`src/hw/isp_map.svh`:
```
// Constants for the serial-bus register port: addresses, widths and timing.
`ifndef ISP_MAP_SVH
`define ISP_MAP_SVH

`define ISP_ADDR_LOW        7'h18
`define ISP_ADDR_HIGH       7'h19
`define ISP_RW_READ         1'h1
`define ISP_PTR_RESET       8'h00
`define ISP_BITS_PER_BYTE   4'h8
`define ISP_WDT_W           23
`define ISP_CLK_PERIOD_NS   10
`define ISP_WDT_SHORT_US    1000
`define ISP_WDT_LONG_US     50000
`define ISP_WDT_SHORT_CYC   (`ISP_WDT_SHORT_US * 1000 / `ISP_CLK_PERIOD_NS)
`define ISP_WDT_LONG_CYC    (`ISP_WDT_LONG_US * 1000 / `ISP_CLK_PERIOD_NS)

`endif

```
`src/hw/isp_pkg.sv`:
```
// Types shared by the serial-bus register port modules.
`default_nettype none
`include "isp_map.svh"

package isp_pkg;

  typedef enum logic [2:0] {
    ISP_IDLE,
    ISP_RX,
    ISP_ACK,
    ISP_TX,
    ISP_TXACK,
    ISP_IGNORE
  } isp_state_e;

  typedef enum logic [1:0] {
    ISP_PH_ADDR,
    ISP_PH_REG,
    ISP_PH_DATA
  } isp_phase_e;

  typedef struct packed {
    logic scl;
    logic sda;
    logic asel;
  } isp_pins_s;

  typedef struct packed {
    isp_pins_s meta;
    isp_pins_s stable;
  } isp_sync_s;

  typedef struct packed {
    logic       en;
    logic [7:0] addr;
    logic [7:0] data;
  } isp_wr_s;

  typedef struct packed {
    isp_state_e             state;
    isp_phase_e             phase;
    logic                   scl_q;
    logic                   sda_q;
    logic                   low_seen;
    logic [3:0]             cnt;
    logic [7:0]             sh;
    logic                   to_tx;
    logic                   nack;
    logic [7:0]             base;
    logic [7:0]             ptr;
    isp_wr_s                wr;
    logic                   sda_oe;
    logic                   sda_out;
    logic                   busy;
    logic [`ISP_WDT_W-1:0]  wdt;
    logic                   wdt_fire;
  } isp_regs_s;

endpackage : isp_pkg

`default_nettype wire

```
`src/hw/isp_sync.sv`:
```
// Two-stage synchroniser for the clock, data and strap pins.
`default_nettype none

module isp_sync
  import isp_pkg::*;
(
  input  wire logic            ref_clk_i,
  input  wire logic            reset_i,
  input  wire logic            ce_i,
  input  wire isp_pkg::isp_pins_s pins_i,
  output var  isp_pkg::isp_pins_s pins_o
);
  import isp_pkg::*;

  isp_sync_s q_ff;
  isp_sync_s nxt_q;

  // The first stage feeds only the second one.
  always_comb
  begin
    nxt_q.meta   = pins_i;
    nxt_q.stable = q_ff.meta;
  end

  // Idle bus lines are pulled high, so reset to the released level.
  always_ff @(posedge ref_clk_i)
  begin
    if (reset_i)
    begin
      q_ff <= '{meta: '{scl: 1'b1, sda: 1'b1, asel: 1'b0},
                stable: '{scl: 1'b1, sda: 1'b1, asel: 1'b0}};
    end
    else if (ce_i)
    begin
      q_ff <= nxt_q;
    end
  end

  assign pins_o = q_ff.stable;

endmodule : isp_sync

`default_nettype wire

```
`src/hw/isp_target.sv`:
```
// Serial-bus target port giving a bus master access to the register space.
`default_nettype none
`include "isp_map.svh"

// Contract
// - Act as standard/fast-mode target with 7-bit addressing only; no 10-bit.
// - Answer address 0x18 with strap low, 0x19 with strap high.
// - SDA falling while SCL high is a start; bus busy from then.
// - SDA rising while SCL high is a stop and ends the transfer; the port ignores one that comes before SCL has gone low after a start.
// - Receiver holds SDA low through the ninth clock; transmitter releases.
// - Write: address, RW 0, ack, register address, ack, data, ack, stop.
// - Store the one received data byte at the received register address.
// - Read: write phase with address, repeated start, address with RW 1.
// - Master target_acknowledge to get more; a nack makes the device release SDA.
// - Register pointer advances by one after each byte read.
// - Each read starts at the latest written address, 0x00 before any.
// - Watchdog resets the port when the device holds the bus locked.
// - Watchdog is on when its enable bit is one, off when zero.
// - Period select low gives 1 ms, high gives 50 ms.
module isp_target
  import isp_pkg::*;
#(
  parameter int unsigned WDT_SHORT_CYC = `ISP_WDT_SHORT_CYC,
  parameter int unsigned WDT_LONG_CYC  = `ISP_WDT_LONG_CYC
)
(
  input  wire logic             ref_clk_i,
  input  wire logic             reset_i,
  input  wire logic             ce_i,
  input  wire logic             serial_clock_pin_i,
  input  wire logic             serial_data_pin_i,
  output var  logic             serial_data_pin_o,
  output var  logic             serial_data_pin_oe_o,
  input  wire logic             address_select_pin_i,
  input  wire logic             wdt_en_i,
  input  wire logic             wdt_sel_i,
  input  wire logic [7:0]       rd_data_i,
  output var  logic [7:0]       rd_addr_o,
  output var  isp_pkg::isp_wr_s wr_o,
  output var  logic             busy_o,
  output var  logic             wdt_reset_o
);
  import isp_pkg::*;

  isp_pins_s pins_in;
  isp_pins_s pins;
  isp_regs_s q_ff;
  isp_regs_s nxt_q;

  logic rise;
  logic fall;
  logic start;
  logic stop;
  logic [6:0] own_addr;
  logic [`ISP_WDT_W-1:0] wdt_limit;

  // Watchdog limit in cycles for the selected period.
  function automatic logic [`ISP_WDT_W-1:0] wdt_cycles(input logic sel);
    if (sel)
      return WDT_LONG_CYC[`ISP_WDT_W-1:0];
    else
      return WDT_SHORT_CYC[`ISP_WDT_W-1:0];
  endfunction : wdt_cycles

  assign pins_in = '{scl: serial_clock_pin_i,
                     sda: serial_data_pin_i,
                     asel: address_select_pin_i};

  isp_sync u_sync (
    .ref_clk_i (ref_clk_i),
    .reset_i   (reset_i),
    .ce_i      (ce_i),
    .pins_i    (pins_in),
    .pins_o    (pins)
  );

  assign rise  = pins.scl & ~q_ff.scl_q;
  assign fall  = ~pins.scl & q_ff.scl_q;
  assign start = q_ff.scl_q & pins.scl & q_ff.sda_q & ~pins.sda;
  assign stop  = q_ff.scl_q & pins.scl & ~q_ff.sda_q & pins.sda;
  assign own_addr = pins.asel ? `ISP_ADDR_HIGH : `ISP_ADDR_LOW;
  assign wdt_limit = wdt_cycles(wdt_sel_i);

  always_comb
  begin
    nxt_q          = q_ff;
    nxt_q.scl_q    = pins.scl;
    nxt_q.sda_q    = pins.sda;
    nxt_q.wr.en    = 1'b0;
    nxt_q.wdt_fire = 1'b0;
    nxt_q.sda_out  = 1'b0;

    if (fall)
    begin
      nxt_q.low_seen = 1'b1;
    end

    unique case (q_ff.state)
      ISP_IDLE, ISP_IGNORE:
      begin
        nxt_q.sda_oe = 1'b0;
      end
      ISP_RX:
      begin
        if (rise)
        begin
          nxt_q.sh  = {q_ff.sh[6:0], pins.sda};
          nxt_q.cnt = q_ff.cnt + 4'h1;
        end
        else if (fall && q_ff.cnt == `ISP_BITS_PER_BYTE)
        begin
          nxt_q.cnt = 4'h0;
          unique case (q_ff.phase)
            ISP_PH_ADDR:
            begin
              // A 10-bit header never equals a 7-bit address.
              if (q_ff.sh[7:1] == own_addr)
              begin
                nxt_q.state  = ISP_ACK;
                nxt_q.sda_oe = 1'b1;
                nxt_q.to_tx  = (q_ff.sh[0] == `ISP_RW_READ);
                nxt_q.phase  = ISP_PH_REG;
                nxt_q.ptr    = q_ff.base;
              end
              else
              begin
                nxt_q.state = ISP_IGNORE;
              end
            end
            ISP_PH_REG:
            begin
              nxt_q.state  = ISP_ACK;
              nxt_q.sda_oe = 1'b1;
              nxt_q.base   = q_ff.sh;
              nxt_q.phase  = ISP_PH_DATA;
            end
            ISP_PH_DATA:
            begin
              nxt_q.state   = ISP_ACK;
              nxt_q.sda_oe  = 1'b1;
              nxt_q.wr.en   = 1'b1;
              nxt_q.wr.addr = q_ff.base;
              nxt_q.wr.data = q_ff.sh;
              // Only one data byte per write; later bytes are not acked.
              nxt_q.phase   = ISP_PH_ADDR;
            end
            default:
            begin
              nxt_q.state = ISP_IGNORE;
            end
          endcase
        end
      end
      ISP_ACK:
      begin
        if (fall)
        begin
          nxt_q.cnt = 4'h0;
          if (q_ff.to_tx)
          begin
            nxt_q.state  = ISP_TX;
            nxt_q.sh     = rd_data_i;
            nxt_q.sda_oe = ~rd_data_i[7];
          end
          else if (q_ff.phase == ISP_PH_ADDR)
          begin
            nxt_q.state  = ISP_IGNORE;
            nxt_q.sda_oe = 1'b0;
          end
          else
          begin
            nxt_q.state  = ISP_RX;
            nxt_q.sda_oe = 1'b0;
          end
        end
      end
      ISP_TX:
      begin
        if (rise)
        begin
          nxt_q.cnt = q_ff.cnt + 4'h1;
        end
        else if (fall)
        begin
          if (q_ff.cnt == `ISP_BITS_PER_BYTE)
          begin
            nxt_q.state  = ISP_TXACK;
            nxt_q.sda_oe = 1'b0;
          end
          else
          begin
            nxt_q.sh     = {q_ff.sh[6:0], 1'b0};
            nxt_q.sda_oe = ~q_ff.sh[6];
          end
        end
      end
      ISP_TXACK:
      begin
        if (rise)
        begin
          nxt_q.nack = pins.sda;
          nxt_q.ptr  = q_ff.ptr + 8'h01;
        end
        else if (fall)
        begin
          nxt_q.cnt = 4'h0;
          if (q_ff.nack)
          begin
            nxt_q.state = ISP_IGNORE;
          end
          else
          begin
            nxt_q.state  = ISP_TX;
            nxt_q.sh     = rd_data_i;
            nxt_q.sda_oe = ~rd_data_i[7];
          end
        end
      end
      default:
      begin
        nxt_q.state  = ISP_IDLE;
        nxt_q.sda_oe = 1'b0;
      end
    endcase

    // The count only runs while this port pulls SDA low, so a slow
    // master that stretches SCL with the line released never trips it.
    if (wdt_en_i && q_ff.sda_oe && !rise && !fall)
    begin
      nxt_q.wdt = q_ff.wdt + 1'b1;
    end
    else
    begin
      nxt_q.wdt = '0;
    end
    if (wdt_en_i && q_ff.sda_oe && q_ff.wdt >= wdt_limit)
    begin
      nxt_q.state    = ISP_IDLE;
      nxt_q.sda_oe   = 1'b0;
      nxt_q.busy     = 1'b0;
      nxt_q.wdt      = '0;
      nxt_q.wdt_fire = 1'b1;
    end

    if (start)
    begin
      nxt_q.state    = ISP_RX;
      nxt_q.phase    = ISP_PH_ADDR;
      nxt_q.cnt      = 4'h0;
      nxt_q.sda_oe   = 1'b0;
      nxt_q.busy     = 1'b1;
      nxt_q.low_seen = 1'b0;
      nxt_q.to_tx    = 1'b0;
    end
    else if (stop && q_ff.low_seen)
    begin
      nxt_q.state  = ISP_IDLE;
      nxt_q.sda_oe = 1'b0;
      nxt_q.busy   = 1'b0;
    end
  end

  always_ff @(posedge ref_clk_i)
  begin
    if (reset_i)
    begin
      q_ff       <= '0;
      q_ff.state <= ISP_IDLE;
      q_ff.phase <= ISP_PH_ADDR;
      q_ff.scl_q <= 1'b1;
      q_ff.sda_q <= 1'b1;
      q_ff.base  <= `ISP_PTR_RESET;
      q_ff.ptr   <= `ISP_PTR_RESET;
    end
    else if (ce_i)
    begin
      q_ff <= nxt_q;
    end
  end

  assign serial_data_pin_o    = q_ff.sda_out;
  assign serial_data_pin_oe_o = q_ff.sda_oe;
  assign rd_addr_o            = q_ff.ptr;
  assign wr_o                 = q_ff.wr;
  assign busy_o               = q_ff.busy;
  assign wdt_reset_o          = q_ff.wdt_fire;

endmodule : isp_target

`default_nettype wire

```
`config.mk`:
```
export PLATFORM = sky130hd
export DESIGN_NAME = isp_target
export DESIGN_NICKNAME = d
export VERILOG_FILES = /design/src/hw/isp_pkg.sv /design/src/hw/isp_sync.sv /design/src/hw/isp_target.sv
export VERILOG_INCLUDE_DIRS = /design/src /design/src/hw
export SDC_FILE = /design/constraint.sdc
export NUM_CORES = 1
export LEC_CHECK = 0
export BUFFER_PORTS_ARGS = -buffer_cell sky130_fd_sc_hd__clkbuf_2
export CORE_AREA = 2 2 102 104
export CTS_CLUSTER_DIAMETER = 50
export CTS_CLUSTER_SIZE = 10
export DETAILED_ROUTE_END_ITERATION = 8
export DIE_AREA = 0 0 104 106
export PLACE_DENSITY = 0.71
export SYNTH_ARGS = -nofsm -noshare
export SYNTH_HDL_FRONTEND = slang
export SYNTH_HIERARCHICAL = 1
export SYNTH_SLANG_ARGS = --single-unit
```
`constraint.sdc`:
```
create_clock -name ref_clk_i -period 3 [get_ports ref_clk_i]
set_input_delay 0.9 -clock ref_clk_i [delete_from_list [all_inputs] [get_ports ref_clk_i]]
set_output_delay 0.9 -clock ref_clk_i [all_outputs]
set_load 0.1 [all_outputs]
```
==> run metrics <==
status complete, no violations; reg2reg start q_ff[70]; Residual DRC 0; average wire per standard cell 15.2 um; cells along the critical path clkbuf_2 -> inv_1 -> ha_1 -> and3_1 -> a211oi_1 -> o41ai_2 -> or4_4 -> or2_1 -> o31ai_1; cell depth of the worst hold path 2; # IOs 45; switching share of power 27.9%; final RePlAce weighted congestion 0.947; WP buf/inv 2; Core Rows 37; DRT iter0 DRCs 346; Mean Syn Cell Area 8.19 um^2; Mapped Nets 635; Setup crit end kind flop; Yosys cell types 67; post-layout utilization of the core 52.5%; DP Wirelength 8140 um; Pwr Density 407 mW/mm^2; largest cells by area after synthesis dfxtp_1, nand2_1, ha_1, mux2i_1, a21oi_1; Worst Reg-to-Reg Cells 8; Max-slew headroom 28.9%; Sink Count 87; Net Sw Power 0.000597 W; sequential area share after synthesis 35.5%; die height 106 um; Netlist Area Pre-Place 0.00490 mm^2; Worst Path Class, Setup input port to flop; total power draw 0.00214 W; Reg power frac 54.9%; WL final 11400 um; first-pass detailed-route iteration total 5; CP Max Fanout 13; Synth area leader dfxtp_1; share of cells above drive strength 1 15.1%; PortBufs 43; maximum clock insertion buffer count 2; Setup Buffers After CTS 0; Via Count 4343; LEAKAGE 2.04 nW; CP top delay family simple AND/OR/NAND/NOR gates; initial antenna violation count 0; Power Internal 0.00154 W; global route overflow 0; WP data required 3.28 ns; largest net degree at the start of global routing 64; Hold EP wr_o[13]; Max stage delay on crit path 0.53 ns; Setup Viol. Count Final 0; GRT Total Usage 21.3%; Layout area overhead 7.18%; R2R Setup Slk 0.48 ns; CP max stage cell or4_4; worst r2r dst rd_addr_o[2]; count of pins over their slew limit 0; global-route wire length before repair 19400 um; clk_lat worst skew 0.37 ns; vias in the first global route 4023; asr flop ratio synth 0%; clk_skew 0.0173 ns; H-tree Lvls 3; Die ar. 0.0110 mm^2; clk slew on worst S/H paths 0.11 ns; Max-Cap Viols 0; post-cts hold buffer count 0; EDFF count, synth 0; placed instance count 735; RSZ-0062 raised after global routing true; met3 wire length 450 um; die width 104 um; Initial Util 49.0%; critical path launch point type input port; #FFs+latches synth 87; metal2 WL 5300 um; antenna viol nets, final 0; DR vias/cell 5.78; non-filler cells, final 751; CTS Buf Count 9; Ys Warns 6; Reg area 0.00174 mm^2; period utilization 96.3%; fillers 990; # nets final 647; Mapped Cells 598; clock power share 38.3%; Hold Vio Cnt, Final 0; min-delay src wr_o[13]; Worst VDD drop 0.243 mV; Worst-Margin Slew 1.06 ns; Root Buffer clkbuf_8; core region area 0.0100 mm^2; min Tclk post-route 2.89 ns; Comb power frac 6.8%; CTS tree yes; footprint of the multi-input gates 0.00276 mm^2; Top Layer Used met4; fmax 0.346 GHz; diode count 0; Hold Path Class flop to flop; top-area cell type share of the netlist area 35.5%; data arrival time of the critical path 3.17 ns; Most used DFF post-synth dfxtp_1; # resized after CTS 0; M1 WL 5380 um
[per-stage QoR]
stage                     cell area [um^2]  worst slack (ns)  hold slack, ns    TNS, ns
final                                 5250             0.111           0.462          0
after global routing                  5250         -0.000650           0.484  -0.000650
after CTS                             5250             0.128           0.467          0
after detailed placement              5050            -0.254           0.450      -3.36
after global placement                5050            -0.129           0.435      -1.02
after floorplan                       4900            0.0593           0.427          0
[metal layers]
metal | global-route usage [%] | vias to the layer above
met2 | 35.1 | 125
met4 | 8.49 | 0
met5 | 0 | -
met1 | 28.3 | 2057
met3 | 2.76 | 21
li1 | - | 2140
[registers in the layout, indices dropped and copies added (netlist names)]
| register | cells |
|---|---|
| wr_o | 17 |
| wdt_reset_o | 1 |
| q_ff | 53 |
| u_sync/pins_o | 3 |
| u_sync/nxt_q | 3 |
| busy_o | 1 |
| rd_addr_o | 8 |
| serial_data_pin_oe_o | 1 |
[placed cells by master (no fill, tap or decap), drive strengths merged, types with 6 or more instances in the layout]
| cell | Yosys | layout |
|---|---|---|
| or3 | 6 | 6 |
| ha | 21 | 21 |
| mux2 | 8 | 8 |
| dfxtp | 87 | 87 |
| mux2i | 25 | 25 |
| a31oi | 10 | 10 |
| nor2b | 12 | 12 |
| nand3 | 25 | 25 |
| nor3 | 8 | 8 |
| buf | 38 | 14 |
| o21ai | 32 | 32 |
| nand4 | 6 | 6 |
| nand2 | 77 | 77 |
| clkbuf | 18 | 52 |
| a211oi | 6 | 6 |
| nor2 | 52 | 52 |
| a21oi | 45 | 45 |
| a211o | 6 | 6 |
| a21o | 8 | 8 |
| nand2b | 6 | 6 |
| inv | 18 | 22 |
[area by class of cell]
cell class	instances	share of cell area, %
Tap cell	136	3.24
Multi-Input combinational cell	437	52.5
Inverter	18	1.29
Timing Repair Buffer	57	6.10
Clock buffer	9	2.36
Clock inverter	7	1.38
Sequential cell	87	33.2
[worst max path at each step]
stage | cells past startpoint | start | to
6_report | 9 | wdt_sel_i | q_ff[22]
5_1_grt | 9 | wdt_sel_i | q_ff[22]
4_1_cts | 9 | wdt_sel_i | q_ff[22]
3_5_place_dp | 9 | wdt_sel_i | q_ff[22]
3_3_place_gp | 9 | wdt_sel_i | q_ff[22]
2_1_floorplan | 9 | wdt_sel_i | q_ff[21]
[synthesized netlist by cell type (all sizes together), types with 5 or more instances]
cell type,count
dfxtp,87
mux2i,25
nor2,52
o21ai,32
a21oi,45
buf,38
nand2,77
clkbuf,18
a211oi,6
a211o,6
nor3b,5
nand4,6
or3,6
and3,5
o21a,5
nor3,8
nor2b,12
nand3b,5
a31oi,10
mux2,8
nand2b,6
nand3,25
ha,21
a311oi,5
a21o,8
inv,18
[worst register-to-register path: stages, from the launching register on]
cell and delay, ns:
dfxtp_1 0.36, inv_1 0.09, ha_1 0.14, nand3b_1 0.23, or2_2 0.42, nor3_2 0.25, o21a_1 0.49, o21ai_0 0.17
a221oi_1 0.28
[kinds of logic (layout without fill, tap and decap cells)]
kind of cell / Yosys count / count (layout) / share of synthesized area [%]
other: 1 / 1 / 0.0765
buffers and inverters: 74 / 91 / 8.22
XOR/XNOR: 8 / 8 / 1.43
adder cells (fa/ha/maj): 21 / 21 / 5.36
flip-flops: 87 / 87 / 35.5
multiplexers: 33 / 33 / 6.95
AO/OA/AOI/OAI: 144 / 144 / 19.0
AND/OR/NAND/NOR: 230 / 230 / 23.4
[power by group through the flow]
stage	Sequential, W	Clock [W]	Combinational [W]
5_1_grt	0.00118	0.000891	0.000160
2_1_floorplan	0.00120	0	0.000103
6_report	0.00117	0.000820	0.000144
3_5_place_dp	0.00120	0	0.000144
4_1_cts	0.00117	0.000843	0.000144
3_3_place_gp	0.00120	0	0.000140
No activity file was read; power rests on OpenSTA's default activity.
